`src/design/chan_enable_params.svh`:
```
// constants for the channel enable latch block: offsets, reset values, bit maps
`ifndef CHAN_ENABLE_PARAMS_SVH
`define CHAN_ENABLE_PARAMS_SVH

// apb byte offsets
`define REG_LATCH_STATE   8'h00
`define REG_FAULT_STATE   8'h04
`define REG_EVENT_STATUS  8'h08
`define REG_EVENT_MASK    8'h0c

// latch clear values under device reset
`define SELFTEST_CLEAR    8'hff
`define DRIVER_EN_CLEAR   8'h00
`define RX_POWER_CLEAR    4'h0

// default bus bit maps, three bits per channel, channel a lowest
`define TX_SELFTEST_MAP   12'hd10
`define RX_SELFTEST_MAP   12'hf59
`define RX_POWER_MAP      12'hd10

// register field positions
`define LS_SELFTEST_LSB   0
`define LS_DRIVER_LSB     8
`define LS_RX_POWER_LSB   16
`define EV_FAULT_LSB      0
`define EV_CLOSE_LSB      4

`endif

```
`src/design/chan_enable_pkg.sv`:
```
// types shared by the channel enable latch block
package chan_enable_pkg;

    typedef struct packed {
        logic [3:0] freq_out_of_range;
        logic [3:0] amplitude_low;
        logic [3:0] density_low;
    } rx_fault_in_t;

    typedef struct packed {
        logic [3:0] tx_selftest_n;
        logic [3:0] rx_selftest_n;
        logic [7:0] serial_output_driver_en;
        logic [3:0] rx_power_en;
    } chan_cfg_t;

    typedef enum logic [1:0] {
        LATCH_SELFTEST = 2'b00,
        LATCH_RX_POWER = 2'b01,
        LATCH_DRIVER   = 2'b10
    } latch_id_t;

endpackage : chan_enable_pkg

```
`src/design/channel_enable_latches.sv`:
```
// three enable-bus latches, link fault outputs, apb status and interrupt
`timescale 1ns/1ps
`include "chan_enable_params.svh"

// Behaviour
// - open selftest latch follows enable bus
// - low selftest bit selects sequence generate/check
// - closing selftest latch holds bus value
// - device reset clears closed selftest latch
// - open rx power latch follows bus
// - high power bit keeps rx analog active
// - closing rx power latch retains value
// - device reset low disables all receivers
// - driver latch passes bus, captures on close
// - each latch follows only its opener
// - link fault low on any condition
// - four conditions including receiver disabled
// - high driver bit enables serial driver
// - device reset disables all serial drivers
module channel_enable_latches
    import chan_enable_pkg::*;
#(
    parameter logic [11:0] TX_SELFTEST_MAP = `TX_SELFTEST_MAP,
    parameter logic [11:0] RX_SELFTEST_MAP = `RX_SELFTEST_MAP,
    parameter logic [11:0] RX_POWER_MAP    = `RX_POWER_MAP
)
(
    // apb
    input  wire  logic          pclk,
    input  wire  logic          presetn,
    input  wire  logic          psel,
    input  wire  logic          penable,
    input  wire  logic          pwrite,
    input  wire  logic [7:0]    paddr,
    input  wire  logic [31:0]   pwdata,
    output logic                pready,
    output logic                pslverr,
    output logic [31:0]         prdata,
    // configuration pins
    input  wire  logic          device_reset_n,
    input  wire  logic [7:0]    shared_enable_bus,
    input  wire  logic          selftest_latch_open,
    input  wire  logic          rx_power_latch_open,
    input  wire  logic          driver_enable_latch_open,
    // receive fault conditions
    input  wire  rx_fault_in_t  rx_fault,
    // channel configuration and indications
    output chan_cfg_t           cfg,
    output logic [3:0]          link_fault_n,
    output logic                irq
);

    ////////////////////////////////////////////////////////////////////////
    // bus bit mapping

    logic [3:0] tx_st_bus;
    logic [3:0] rx_st_bus;
    logic [3:0] rx_pw_bus;

    for (genvar c = 0; c < 4; c++)
    begin : g_map
        assign tx_st_bus[c] = shared_enable_bus[TX_SELFTEST_MAP[3*c +: 3]];
        assign rx_st_bus[c] = shared_enable_bus[RX_SELFTEST_MAP[3*c +: 3]];
        assign rx_pw_bus[c] = shared_enable_bus[RX_POWER_MAP[3*c +: 3]];
    end

    ////////////////////////////////////////////////////////////////////////
    // latches: a latch samples the bus on every edge while open and not overridden by device reset, and keeps
    // its value once closed until device reset; this costs one cycle of lag against a true latch

    chan_cfg_t cfg_r;
    chan_cfg_t cfg_nxt;
    logic [2:0] open_q_r;
    logic [2:0] open_q_nxt;
    logic [2:0] opens;

    assign opens[LATCH_SELFTEST] = selftest_latch_open;
    assign opens[LATCH_RX_POWER] = rx_power_latch_open;
    assign opens[LATCH_DRIVER]   = driver_enable_latch_open;

    always_comb
    begin
        cfg_nxt = cfg_r;
        open_q_nxt = opens;
        if (selftest_latch_open)
        begin
            cfg_nxt.tx_selftest_n = tx_st_bus;
            cfg_nxt.rx_selftest_n = rx_st_bus;
        end
        else if (!device_reset_n)
        begin
            // only a closed latch is cleared; while open the bus keeps control
            {cfg_nxt.tx_selftest_n, cfg_nxt.rx_selftest_n} = `SELFTEST_CLEAR;
        end
        // closed and not reset, value held by default
        if (!device_reset_n)
            cfg_nxt.rx_power_en = `RX_POWER_CLEAR;
        else if (rx_power_latch_open)
            cfg_nxt.rx_power_en = rx_pw_bus;
        if (!device_reset_n)
            cfg_nxt.serial_output_driver_en = `DRIVER_EN_CLEAR;
        else if (driver_enable_latch_open)
            cfg_nxt.serial_output_driver_en = shared_enable_bus;
    end

    always_ff @(posedge pclk or negedge presetn)
    begin
        if (!presetn)
        begin
            cfg_r <= {`SELFTEST_CLEAR, `DRIVER_EN_CLEAR, `RX_POWER_CLEAR};
            open_q_r <= 3'h0;
        end
        else
        begin
            cfg_r <= cfg_nxt;
            open_q_r <= open_q_nxt;
        end
    end

    assign cfg = cfg_r;

    ////////////////////////////////////////////////////////////////////////
    // link fault indication

    logic [3:0] fault_r;
    logic [3:0] fault_nxt;

    always_comb
    begin
        fault_nxt = rx_fault.freq_out_of_range
                  | rx_fault.amplitude_low
                  | rx_fault.density_low
                  | ~cfg_r.rx_power_en;
    end

    always_ff @(posedge pclk or negedge presetn)
    begin
        if (!presetn)
            fault_r <= 4'hf;
        else
            fault_r <= fault_nxt;
    end

    assign link_fault_n = ~fault_r;

    ////////////////////////////////////////////////////////////////////////
    // apb slave, sticky events and interrupt

    logic [6:0]  evt_r;
    logic [6:0]  evt_nxt;
    logic [6:0]  mask_r;
    logic [6:0]  mask_nxt;
    logic [31:0] prdata_r;
    logic [31:0] prdata_nxt;
    logic [6:0]  events;
    logic        setup;
    logic        access;
    logic        mapped;

    // fault rising per channel, and each latch closing
    assign events = {open_q_r & ~opens, fault_nxt & ~fault_r};

    assign setup  = psel & ~penable;
    assign access = psel & penable;
    assign mapped = (paddr == `REG_LATCH_STATE) || (paddr == `REG_FAULT_STATE)
                 || (paddr == `REG_EVENT_STATUS) || (paddr == `REG_EVENT_MASK);

    assign pready  = 1'b1;
    assign pslverr = access & ~mapped;

    always_comb
    begin
        prdata_nxt = prdata_r;
        mask_nxt = mask_r;
        evt_nxt = evt_r;
        if (setup)
        begin
            prdata_nxt = 32'h0;
            if (!pwrite)
            begin
                case (paddr)
                    `REG_LATCH_STATE:
                    begin
                        prdata_nxt[`LS_SELFTEST_LSB +: 8] = {cfg_r.rx_selftest_n, cfg_r.tx_selftest_n};
                        prdata_nxt[`LS_DRIVER_LSB +: 8] = cfg_r.serial_output_driver_en;
                        prdata_nxt[`LS_RX_POWER_LSB +: 4] = cfg_r.rx_power_en;
                    end
                    `REG_FAULT_STATE:  prdata_nxt[3:0] = fault_r;
                    `REG_EVENT_STATUS: prdata_nxt[6:0] = evt_r;
                    `REG_EVENT_MASK:   prdata_nxt[6:0] = mask_r;
                    default:           prdata_nxt = 32'h0;
                endcase
            end
        end
        // a read clears only the bits it reported; new events win
        if (access && !pwrite && paddr == `REG_EVENT_STATUS)
            evt_nxt = evt_nxt & ~prdata_r[6:0];
        evt_nxt = evt_nxt | events;
        if (access && pwrite && paddr == `REG_EVENT_MASK)
            mask_nxt = pwdata[6:0];
    end

    always_ff @(posedge pclk or negedge presetn)
    begin
        if (!presetn)
        begin
            prdata_r <= 32'h0;
            mask_r <= 7'h00;
            evt_r <= 7'h00;
        end
        else
        begin
            prdata_r <= prdata_nxt;
            mask_r <= mask_nxt;
            evt_r <= evt_nxt;
        end
    end

    assign prdata = prdata_r;
    assign irq = |(evt_r & mask_r);

endmodule : channel_enable_latches

```
`config.mk`:
```
export PLATFORM = sky130hd
export DESIGN_NAME = channel_enable_latches
export DESIGN_NICKNAME = d
export VERILOG_FILES = /design/src/design/chan_enable_pkg.sv /design/src/design/channel_enable_latches.sv
export VERILOG_INCLUDE_DIRS = /design/src /design/src/design
export SDC_FILE = /design/constraint.sdc
export NUM_CORES = 1
export LEC_CHECK = 0
export ABC_AREA = 1
export ABC_CLOCK_PERIOD_IN_PS = 1200
export BUFFER_PORTS_ARGS = -buffer_cell sky130_fd_sc_hd__buf_2
export CORE_UTILIZATION = 48
export CTS_CLUSTER_DIAMETER = 60
export DETAILED_ROUTE_END_ITERATION = 6
export PLACE_DENSITY = 0.87
export SLEW_MARGIN = 20
export SYNTH_ARGS = -nofsm -noshare
export SYNTH_HDL_FRONTEND = slang
export SYNTH_SLANG_ARGS = --single-unit
export TNS_END_PERCENT = 1
```
`constraint.sdc`:
```
create_clock -name pclk -period 1.2 [get_ports pclk]
set_input_delay 0.06 -clock pclk [delete_from_list [all_inputs] [get_ports pclk]]
set_output_delay 0.06 -clock pclk [all_outputs]
set_load 0.005 [all_outputs]
```
==> results.txt, run 1 <==
STA classifies the critical path startpoint as a flop. The required time of the critical path came out at between 1 and 1.5 ns. The number of hold-slack violations in the final timing report came to 0.

For this design, the slowest cell found on the critical path is dfrtp_1. The boundary pin count came out at between 100 and 150. Yosys attributes the largest share of cell area to dfrtp_1 40%, nand2_1 13%, dfstp_2 10%. The net load switching power came out at between 1000 and 1500 uW. Clock latency on the worst-skew pair, taken at its later pin, is approximately 0.34 ns.

The average footprint of a synthesized cell is approximately 8.6 sq um. Across the VDD grid, the largest voltage drop is ~0.83 mV. The number of buffer and inverter instances along the worst setup path is 1. The tree built by TritonCTS fans out to just over 60 sinks.

The switching portion of total power is 27.05%. The row count is 28. In this run the most used layer during global routing was met2.

Once detail routing completed, the nets flagged for antenna violations numbered 0. The flip-flop and latch area came out at between 0.0015 and 0.002 sq mm. The global-route wire length before repair is 12.64 mm.

The clock passes through at most 2 buffers. The pre-antenna-repair detailed-routing pass consisted of 5 iterations. The tree is rooted in a clkbuf_8.

For met1 alone, demand over resource in global routing was between 30% and 40%. The clock network burns approximately two fifths of the power. The combinational share of power is a little under an eighth. Entering global routing, the biggest net connects 27 pins. The leading cell type in the layout, fill and taps excluded is nand2_1. The H-tree generated during clock tree synthesis spans 3 levels. The via count of the first global-routing pass is 2771.

The critical path goes through nand2_1, nand2_1, a221oi_2, nand4_1, buf_2. The synthesized netlist occupies a cell area of 0.003092 sq mm. The number of distinct library cell variants in the gate-level netlist after synthesis is 29. The die footprint came out at around 0.0068 sq mm. The number of antenna violations at the first check in global routing came out at 0.

The number of instances in the synthesized netlist is ~360. The total core area came out at just over 0.006 sq mm. The time the final worst path needs with I/O delays and setup came out at roughly 1.4 ns. The layout cell share with drive strength beyond 1 is around a third. The final worst-path cycle share came out at 117.5%. At the placement stage, the worst setup path has a slack of -0.01019 ns. The layout net count came out at around 570. In the global route stage, met3 resource usage came out at around 6.0%. From bottom edge to top edge, the die measures between 80 and 90 microns. Setup repair after global routing could not meet its margin everywhere. The number of flops mapped to enable cells by yosys is 0. The post-layout instance count excluding filler cells is 577. TritonCTS built the clock tree.

The number of storage elements in the synthesis netlist came out at between 60 and 70. The type of the worst min-delay path is primary input to flop. The cell count after placement came out at ~530.

The multi-input combinational cells in the finished layout cover a total of around 0.0012 sq mm. In the routed layout, each cell is associated on average with a via count of roughly 5. The number of antenna repair diodes came out at 0. The maximum fanout count along the critical path came out at 3. The internal power of the cells totals between 3000 and 4000 uW.

The critical path start-end classification is flop to output port. The clock slew seen by the registers of the worst setup and hold paths came out at about 0.070 ns. In the layout the commonest cells are 111 x nand2_1, 89 x buf_2, 57 x inv_1. The congestion estimate from routability-driven global placement came to 0.8941. The final reports fail on setup timing. The run finished, with violations left. The most numerous cell type found on the critical path is nand2_1. The area share of the leading cell type in the synthesized netlist is slightly below 40%. The dominant register cell in the synthesized netlist is dfrtp_1. The number of DRC markers in iteration 0 is roughly 140.

The die width is slightly above 80 microns. Port buffering added 89 buffers. The count of fill cells added during filler insertion came out at 447. The minimum setup slack in the final design is -0.2104 ns. The met2 layer usage reported by global route came out at a little over two fifths.

The final layout contains routed wiring with a total length of between 7 and 8 mm. The DRC violation count after routing came out at 0. The area growth from synthesis to final layout is 36.62%.

The total non-filler cell area in the finished layout came out at 0.004224 sq mm. The family with the most delay on the worst path is flip-flops. The worst setup skew after layout is approximately 0.0088 ns. The leakage power total is between 0.002 and 0.0025 uW.

The aggregate global routing overflow came out at 0. The worst hold path begins at device_reset_n. The fraction of power consumed by sequential logic came out at around half.

Setup violations remaining at the end of the flow were counted as 1. The startpoint identified for the worst register-to-register timing path is cfg[16]$_DFFE_PN1P_. The synthesized design spends more area on one cell type than any other, namely dfrtp_1.

The source of the critical timing path is evt_r[3]$_DFF_PN0_. The post-detailed-route wirelength per cell came out at 13.86 microns. The area of placed instances is 0.003687 sq mm. The worst setup path is captured at an output port.

TritonCTS created 9 clock buffers. The peak per-stage delay on the critical path is 0.41 ns. The sequential-to-total area share from yosys stat is approximately half. The count of yosys warnings during synthesis is 0.

The hold slack is between 0.09 and 0.1 ns. The total global-route track usage is between 20% and 30%. The detailed-route via count is between 2000 and 3000. Max-cap violations in this run came to 0. The power per unit of standard cell area came out at 1098 mW/mm^2. The initial core utilization came out at 51.01%. The post-synthesis async set-or-reset flop share came out at 100.0%. The data arrival time of the worst path came out at roughly 1.4 ns. The maximum clock frequency came out at about 700 MHz. The total half-perimeter wirelength after legalization and detailed placement is around 5.5 mm.

The final setup TNS is -0.2104 ns. The number of pins with negative max-slew slack in the final report is 0.
-- state kept, by name, indices dropped and copies added, names as in the netlist --
name      flops
cfg          20
evt_r         7
fault_r       4
mask_r        7
open_q_r      3
prdata       20
-- Yosys cell counts (3+ instances only) --
library cell / n
nand2_1: 111
inv_1: 57
dfrtp_1: 49
nand3_1: 25
buf_4: 14
nor2_1: 14
dfstp_2: 12
o21ai_0: 10
o31ai_4: 10
nor3_1: 9
a21oi_1: 7
o21ai_2: 7
o22ai_1: 5
clkbuf_1: 4
inv_2: 4
nor2_2: 3
o31ai_1: 3
-- kinds of logic (layout without fill, tap and decap cells) --
family	after synthesis	after routing	share of synthesized area, %
AOI/OAI and AO/OA	45	45	14.04
buffers and inverters	83	215	12.83
and+or+nand+nor	168	168	23.03
other	2	13	0.2429
DFF	61	61	49.86
-- metrics by stage --
stage          utilization, %  power, uW
2_1_floorplan               -       2485
3_3_place_gp            60.84       2699
3_5_place_dp            60.84       2719
4_1_cts                 69.45       4648
5_1_grt                 69.69       4836
6_report                69.69       4637
-- metal layers --
metal  part of all wire [%]  vias to the layer above
met5                      0                        -
met2                     50                      118
met4                    2.9                        0
met1                     42                     1371
met3                    5.0                       24
li1                       -                     1384
-- worst reg2reg max path, cell delays in order, from the launching register on --
cell and delay, ns:
dfstp_2 0.58, nand2_1 0.06, nand2_1 0.06, inv_1 0.04, nand2_1 0.04, nand2_1 0.05, nand2_1 0.06
-- worst paths after layout --
path	endpoint	slack [ns]	cells after the start
max	irq	-0.21	5
min	cfg[10]$_DFFE_PN0P_	0.1	3
max reg2reg	prdata[0]$_DFFE_PN0P_	0.25	6
min reg2reg	evt_r[4]$_DFF_PN0_	0.46	2
max in group asynchronous	fault_r[0]$_DFF_PN1_	0.40	3
min in group asynchronous	prdata[8]$_DFFE_PN0P_	0.22	2
-- final cells by class --
class                           count  area share [%]
Sequential cell                    61           36.49
Timing Repair Buffer              138           22.57
Clock inverter                      7           1.925
Tap cell                           75           2.222
Inverter                           61           5.421
Clock buffer                        9           2.932
Multi-Input combinational cell    226           28.44
-- what timing repair did --
action / 4_1_cts / 5_1_grt
hold buffers: 31 / 0
gates resized for setup: 1 / 0
hold endpoints to repair: 46 / 0
endpoints found under the setup margin: 1 / 1
buffers inserted: 0 / 2
-- power groups by stage --
stage / registers (uW) / logic, uW / clock network, uW
final: 2230 / 545 / 1860
after global placement: 2260 / 438 / 0
after detailed placement: 2260 / 456 / 0
after global routing: 2240 / 609 / 1990
after floorplan: 2250 / 236 / 0
after CTS: 2230 / 536 / 1890
Power figures use the tool's default switching activity.
==> run 2: changes to the inputs <==
- CORE_MARGIN: not set -> 2
==> run 2 against run 1 <==
  * The flow still finishes with violations (setup timing)
  * Wire length shrank 1.3%
  * Combinational power decreased by 3%
  * Die area rose by 4.9%
  * Critical endpoint unchanged
  * Largest cell class unchanged
  * Highest routed layer unchanged
==> results.txt, run 2 (synthesized netlist as in run 1, its figures left out) <==
Result of the run: finished, violations left (unchanged). Violations in the final reports: setup timing (unchanged). The number of hold-slack violations in the final timing report is 0 (unchanged).

The footprint of the multi-input gates came out at 0.001211 sq mm (was 0.001201 sq mm). The die footprint is 0.007099 sq mm (was 0.006766 sq mm). The required time of the critical path is 1.14 ns (about the same). The total half-perimeter wirelength after legalization and detailed placement was 5.302 mm (was 5.456 mm).

Setup repair after global routing missed its margin: yes (unchanged). The row count came to 29 (was 28). The total non-filler cell area in the finished layout is 0.004160 sq mm (was 0.004224 sq mm). The type of the worst min-delay path is primary input to flop (unchanged). The most used cell along the critical path is nand2_1 (unchanged). The die width is 84.26 microns (was 82.26 microns). The largest net degree at the start of global routing is 62 (was 27). The leakage power total is 0.002223 uW (was 0.002258 uW). The time the final worst path needs with I/O delays and setup came out at 1.424 ns (was 1.410 ns). The number of buffers inserted during clock tree synthesis is 9 (unchanged). The layout net count is 561 (was 566). The setup-violating endpoint count in the final report came to 1 (unchanged). The via count of the first global-routing pass came out at 2700 (was 2771).

The clock share of power came out at 39.4% (was 40.1%). The layout cell share with drive strength beyond 1 is 32.19% (was 32.67%). The remaining antenna violation count after routing is 0 (unchanged). The number of H-tree levels came out at 3 (unchanged).

The slowest cell on the critical path was dfrtp_1 (unchanged). The area of placed instances is 0.003642 sq mm (was 0.003687 sq mm). The combinational share of power is 11.6% (was 11.8%).

The depth of the worst hold-timing path is 3 (unchanged). The peak per-stage delay on the critical path came out at 0.41 ns (about the same). The data arrival time of the worst path came out at 1.36 ns (was 1.35 ns). The worst setup skew after layout came out at 0.007049 ns (was 0.008804 ns). The clock latency at the later pin of the worst-skew pair came out at 0.33 ns (was 0.34 ns). The placement-stage worst setup slack is -0.02476 ns (was -0.01019 ns).

The detailed-route via count came out at 2796 (was 2897). The maximum clock frequency is 702.5 MHz (was 709.0 MHz). The initial core utilization is 49.25% (was 51.01%). The number of antenna repair diodes is 0 (unchanged). The post-detailed-route wirelength per cell was 13.75 microns (was 13.86 microns). The fraction of power consumed by sequential logic is 49.0% (was 48.2%).

The launching element type of the critical path is a flop (unchanged). The total global-route track usage is 23.05% (was 25.75%). The critical path start-end classification was flop to output port (unchanged). The routability-driven placement congestion ratio is 0.8977 (was 0.8941). The total stage count of the critical path was 5 (unchanged).

The internal power contribution came out at 3395 uW (was 3383 uW). The count of fill cells added during filler insertion came out at 488 (was 447). The DRC violation count after routing came to 0 (unchanged).

The number of buffers added for setup after CTS came out at 0 (unchanged). The clock slew seen by the registers of the worst setup and hold paths was 0.07 ns (about the same). The power per unit of standard cell area is 1094 mW/mm^2 (was 1098 mW/mm^2). The number of pins with negative max-slew slack in the final report is 0 (unchanged). The clock tree from TritonCTS was done (unchanged).

The TritonCTS sink count came to 61 (unchanged). The maximum fanout count along the critical path came out at 3 (unchanged). The family with the most delay on the worst path is flip-flops (unchanged). The switching portion of total power came out at 25.43% (was 27.05%). The minimum setup slack in the final design is -0.2235 ns (was -0.2104 ns). Chain of cells forming the critical path: nand2_1, nand2_1, a221oi_2, nand4_1, buf_2 (unchanged). The cell depth of the worst flop-to-flop path is 6 (unchanged). The total power consumption of the routed design is 4553 uW (was 4637 uW). The area growth from synthesis to final layout came to 34.56% (was 36.62%). The boundary pin count came out at 128 (unchanged). Commonest cells after routing, fill and taps aside: 109 x nand2_1, 89 x buf_2, 57 x inv_1 (was 111 x nand2_1, 89 x buf_2, 57 x inv_1). The post-layout instance count excluding filler cells is 574 (was 577).

The buffer cell driving the clock tree root is clkbuf_8 (unchanged). The die extent in y came out at 84.26 microns (was 82.26 microns). The number of antenna violations at the first check in global routing is 0 (unchanged). The endpoint type of the worst setup path is an output port (unchanged).

The aggregate global routing overflow came to 0 (unchanged). The cell count after placement was 527 (was 528). The total core area came to 0.006277 sq mm (was 0.006061 sq mm).

The worst ir drop on vdd is 0.9111 mV (was 0.8321 mV). The flip-flop and latch area came out at 0.001541 sq mm (unchanged). The total of buffers placed on input and output ports came to 89 (unchanged).

The net load switching power is 1158 uW (was 1254 uW). The leading cell type in the layout, fill and taps excluded is nand2_1 (unchanged). The average vias per placed instance is 4.871 (was 5.021). The total of max-cap violations is 0 (unchanged). The number of iterations in the first detailed-routing pass is 6 (was 5). The global-route wire length before repair is 12.90 mm (was 12.64 mm). The number of buffer and inverter instances along the worst setup path came out at 1 (unchanged).

The buffer depth of the longest clock path is 2 (unchanged). The final worst-path cycle share is 118.6% (was 117.5%). The total wirelength of the detailed-routed design came out at 7.895 mm (was 7.997 mm). The number of DRC markers in iteration 0 is 138 (was 139). The hold slack was 0.09606 ns (was 0.09657 ns).
## run 2: cell type report
type / instances / area share [%]
clock buffers: 11 / 3.399
inverters: 61 / 5.504
repair buffers: 133 / 21.41
multi-input cells: 226 / 29.11
clock inverters: 5 / 1.203
flip-flops and latches: 61 / 37.05
well taps: 77 / 2.316
## run 2: power groups by stage
| stage | combinational [uW] | clock [uW] | sequential [uW] |
|---|---|---|---|
| floorplan | 236 | 0 | 2250 |
| global placement | 428 | 0 | 2260 |
| detailed placement | 444 | 0 | 2260 |
| CTS | 525 | 1820 | 2230 |
| global route | 587 | 1910 | 2240 |
| finish | 529 | 1790 | 2230 |
## run 2: stage by stage
step           TNS (ns)  utilization (%)
6_report        -0.2235            66.27
5_1_grt         -0.2599            66.27
4_1_cts         -0.2158            66.12
3_5_place_dp   -0.08925            58.02
3_3_place_gp          0            58.02
2_1_floorplan         0                -
## run 2: final timing paths
path,from,endpoint,slack (ns)
min,device_reset_n,cfg[10]$_DFFE_PN0P_,0.1
max reg2reg,fault_r[1]$_DFF_PN1_,prdata[1]$_DFFE_PN0P_,0.22
max,evt_r[3]$_DFF_PN0_,irq,-0.22
max in group asynchronous,presetn,cfg[19]$_DFFE_PN1P_,0.62
min reg2reg,open_q_r[0]$_DFF_PN0_,evt_r[4]$_DFF_PN0_,0.45
min in group asynchronous,presetn,cfg[7]$_DFFE_PN0P_,0.26
## run 2: what timing repair did
item	4_1_cts	5_1_grt
hold endpoints to repair	74	0
hold buffers	31	0
pin swaps	3	1
endpoints found under the setup margin	1	2
resized for setup	1	3
## run 2: tightest hold or removal path: stages
cell and delay (ns):
buf_2 0.17, nand3_1 0.08, o21ai_0 0.07
## run 2: routing by layer
| layer | vias up | routed length, microns | GRT usage, % |
|---|---|---|---|
| met5 | - | 0 | 0 |
| met4 | 0 | 117 | 8.065 |
| met3 | 11 | 536 | 5.310 |
| met2 | 123 | 4021 | 39.18 |
| met1 | 1288 | 3220 | 28.97 |
| li1 | 1374 | - | - |
==> run 3: changes to the inputs <==
- ABC_AREA: 1 -> not set
- CORE_UTILIZATION: 48 -> 46
- PLACE_DENSITY: 0.87 -> 0.86
==> run 3 against run 2 <==
  * Largest cell class unchanged
  * Global-route usage up 1.2 points
  * Sequential cell count did not move
  * Power is 4.0% higher
  * Die area shrank 8.4%
  * The flow finishes with violations (hold timing, setup timing)
  * Clock skew is 0.0025 ns higher
  * Sequential power decreased by 3%
  * First-iteration DRC count is 48% higher
  * Area after synthesis shrank 13%
  * Count of clock-buffer cells in the layout down 1
  * Maximum frequency shrank 4.0%
==> results.txt, run 3 <==
The peak per-stage delay on the critical path came out at 0.41 ns (about the same). The worst ir drop on vdd came out at 0.7671 mV (was 0.9111 mV). The compound-gate portion of the synthesized area is 14.54% (was 14.04%).

The cell count after placement was 381 (was 527). The required time of the critical path came out at 1.14 ns (about the same). The time the final worst path needs with I/O delays and setup came out at 1.483 ns (was 1.424 ns).

The total core area is 0.005574 sq mm (was 0.006277 sq mm). The remaining antenna violation count after routing is 0 (unchanged). The buffer depth of the longest clock path came out at 2 (unchanged).

The leading cell type in the layout, fill and taps excluded was buf_2 (was nand2_1). The worst setup path endpoint is irq (unchanged). The number of iterations in the first detailed-routing pass came to 4 (was 6). The post-synthesis async set-or-reset flop share is 100.0% (unchanged). Setup repair after global routing missed its margin: yes (unchanged). The number of instances in the synthesized netlist came to 206 (was 359).

The leakage power total is 0.001949 uW (was 0.002223 uW). The detailed-route via count is 2226 (was 2796). The clock slew seen by the registers of the worst setup and hold paths came out at 0.07 ns (about the same). The initial core utilization came to 48.46% (was 49.25%). The cell accounting for the most synthesized area is dfrtp_1 (unchanged).

The post-detailed-route wirelength per cell was 17.86 microns (was 13.75 microns). The number of antenna repair diodes is 0 (unchanged). The placement-stage worst setup slack is -0.6861 ns (was -0.02476 ns). The die width came to 80.63 microns (was 84.26 microns). The die footprint was 0.006501 sq mm (was 0.007099 sq mm). The number of distinct library cell variants in the gate-level netlist after synthesis came out at 29 (unchanged). The count of fill cells added during filler insertion is 413 (was 488).

The slowest cell on the critical path is dfrtp_1 (unchanged). Commonest cells after routing, fill and taps aside: 88 x buf_2, 49 x dfrtp_1, 24 x buf_4 (was 109 x nand2_1, 89 x buf_2, 57 x inv_1). The number of storage elements in the synthesis netlist came out at 61 (unchanged). The via count of the first global-routing pass came out at 2310 (was 2700). The slew of the pin with the lowest slew margin came out at 0.7043 ns. The register-to-register setup slack was -0.05 ns (was 0.22 ns). The total stage count of the critical path is 3 (was 5). The total non-filler cell area in the finished layout is 0.003861 sq mm (was 0.004160 sq mm).

The reg-to-reg critical path endpoint is evt_r[1]$_DFF_PN0_ (was prdata[1]$_DFFE_PN0P_). The normalized max-slew margin is between 50% and 60%. The number of H-tree levels came out at 3 (unchanged).

The hold slack came out at -0.05968 ns (was 0.09606 ns). The die extent in y is 80.63 microns (was 84.26 microns). The leading cell type by number of instances after synthesis is dfrtp_1 (was nand2_1). The number of pins with negative max-slew slack in the final report was 0 (unchanged). Violations in the final reports: hold timing, setup timing (was setup timing). The maximum clock frequency came to 674.2 MHz (was 702.5 MHz). The boundary pin count is 128 (unchanged).

The maximum fanout count along the critical path came out at 3 (unchanged). The fraction of synthesized area in multiplexers is 11.95% (was 0%). The average vias per placed instance came to 5.364 (was 4.871).

The launching element type of the critical path is a flop (unchanged). The area share of the leading cell type in the synthesized netlist was 45.39% (was 39.66%). The number of buffer and inverter instances along the worst setup path is 1 (unchanged).

The largest net degree at the start of global routing is 21 (was 62). The setup-violating endpoint count in the final report is 36 (was 1). The average footprint of a synthesized cell is 13.11 sq um (was 8.612 sq um).

The dominant register cell in the synthesized netlist is dfrtp_1 (unchanged). The clock tree from TritonCTS is done (unchanged). The number of hold-slack violations in the final timing report is 4 (was 0). The TritonCTS sink count is 61 (unchanged).

The minimum setup slack in the final design is -0.2832 ns (was -0.2235 ns). The type of the worst min-delay path is primary input to flop (unchanged). The row count came out at 27 (was 29).

The final setup TNS came out at -4.477 ns (was -0.2235 ns). Result of the run: finished, violations left (unchanged). The worst setup skew after layout came to 0.009581 ns (was 0.007049 ns). The buffer cell driving the clock tree root is clkbuf_8 (unchanged). The number of DRC markers in iteration 0 is 204 (was 138). The power per unit of standard cell area came out at 1226 mW/mm^2 (was 1094 mW/mm^2). The endpoint type of the worst setup path is an output port (unchanged).

The aggregate global routing overflow is 0 (unchanged). The data arrival time of the worst path is 1.42 ns (was 1.36 ns). The source of the critical timing path is mask_r[6]$_DFFE_PN0P_ (was evt_r[3]$_DFF_PN0_). Largest cells by area after synthesis: dfrtp_1 45%, dfstp_2 12%, a32o_1 4.8% (was dfrtp_1 40%, nand2_1 13%, dfstp_2 10%). The clock latency at the later pin of the worst-skew pair is 0.34 ns (was 0.33 ns). The launch instance of the worst register-to-register path is cfg[1]$_DFFE_PN0P_ (was fault_r[1]$_DFF_PN1_). Ranking of synthesized cells by instance count: 49 x dfrtp_1, 19 x nor2b_1, 13 x a32o_1, 13 x buf_4 (was 111 x nand2_1, 57 x inv_1, 49 x dfrtp_1).

The sequential-to-total area share from yosys stat came out at 57.06% (was 49.86%). The total wirelength of the detailed-routed design is 7.412 mm (was 7.895 mm). Chain of cells forming the critical path: a222oi_1, nand3_1, buf_2 (was nand2_1, nand2_1, a221oi_2, nand4_1, buf_2). The number of flops mapped to enable cells by yosys came to 0 (unchanged). The largest family of logic cells by synthesized area is compound AO/OA/AOI/OAI gates (was simple AND/OR/NAND/NOR gates).

The number of buffers inserted during clock tree synthesis came out at 9 (unchanged). The total half-perimeter wirelength after legalization and detailed placement is 5.076 mm (was 5.302 mm). The layout cell share with drive strength beyond 1 came to 49.56% (was 32.19%). The family with the most delay on the worst path is flip-flops (unchanged). The area share of and/or/nand/nor cells after synthesis came out at 9.727% (was 23.03%).

The cell area after synthesis came to 0.002701 sq mm (was 0.003092 sq mm). The synthesized-area fraction occupied by adder cells came out at 0% (unchanged). The DRC violation count after routing is 0 (unchanged). The cell depth of the worst flop-to-flop path is 2 (was 6). The global-route wire length before repair came out at 11.55 mm (was 12.90 mm). The total of max-cap violations is 0 (unchanged).

The critical path start-end classification was flop to output port (unchanged). The number of antenna violations at the first check in global routing is 0 (unchanged). The layout net count is 407 (was 561).

The number of buffers inserted by hold repair at cts came to 17 (was 31). The routability-driven placement congestion ratio is 0.7785 (was 0.8977). The total global-route track usage came out at 24.28% (was 23.05%). The share of the synthesized netlist area taken by xor and xnor gates came out at 0% (unchanged). The final worst-path cycle share came out at 123.6% (was 118.6%).

The post-layout instance count excluding filler cells came to 415 (was 574). The area of placed instances is 0.003388 sq mm (was 0.003642 sq mm). The area growth from synthesis to final layout came out at 42.94% (was 34.56%). The count of yosys warnings during synthesis is 0 (unchanged). The total of buffers placed on input and output ports is 89 (unchanged).
## run 3: cell count changes in the layout (fill, tap and decap cells not counted), moves of 10 or more
cell	change
nand2_1	-108
inv_1	-51
nand3_1	-23
nor2b_1	+19
buf_4	+14
dlygate4sd3_1	-14
a32o_1	+13
mux2i_1	+12
a22o_1	+10
o21ai_0	-10
o31ai_4	-10
## run 3: layout make-up
| type | instances | area (sq um) | share of cell area [%] |
|---|---|---|---|
| Clock buffer | 10 | 137.6 | 3.564 |
| Clock inverter | 6 | 86.33 | 2.236 |
| Inverter | 7 | 26.28 | 0.6805 |
| Multi-Input combinational cell | 123 | 1092 | 28.29 |
| Sequential cell | 61 | 1541 | 39.92 |
| Tap cell | 72 | 90.09 | 2.333 |
| Timing Repair Buffer | 136 | 887.1 | 22.97 |
## run 3: worst min-delay path by stage
stage	from	endpoint	cells after the start
after detailed placement	presetn	evt_r[2]$_DFF_PN0_	1
after global placement	presetn	evt_r[2]$_DFF_PN0_	1
after CTS	rx_fault[11]	fault_r[3]$_DFF_PN1_	2
after global routing	rx_fault[0]	fault_r[0]$_DFF_PN1_	2
final	rx_fault[0]	fault_r[0]$_DFF_PN1_	2
after floorplan	presetn	cfg[0]$_DFFE_PN0P_	0
## run 3: metal layers
| metal | wire length [microns] | global-route usage, % |
|---|---|---|
| met3 | 460 | 5.393 |
| met1 | 3141 | 30.56 |
| met5 | 0 | 0 |
| met2 | 3661 | 38.92 |
| met4 | 148 | 13.05 |
## run 3: kinds of logic after synthesis
family | Yosys count
AND/OR/NAND/NOR | 42
AO/OA/AOI/OAI | 42
buffers and inverters | 33
flip-flops | 61
other | 2
multiplexers | 26
## run 3: stage by stage
stage               utilization [%]  total power (uW)
floorplan                         -              2424
global placement              60.79              2658
detailed placement            60.79              2673
CTS                           69.14              4772
global route                  69.27              4926
finish                        69.27              4734
## run 3: report_power, final
part	switching, uW	total (uW)	internal (uW)
clock	817	2040	1220
sequential	43.3	2170	2130
combinational	250	525	275
## run 3: timing repair
item                                   CTS  global route
gates cloned                             0             0
setup buffers                            0             1
endpoints found under the hold margin   31             4
resized for setup                       17             0
setup endpoints to repair               36            36
pin swaps                               10             6
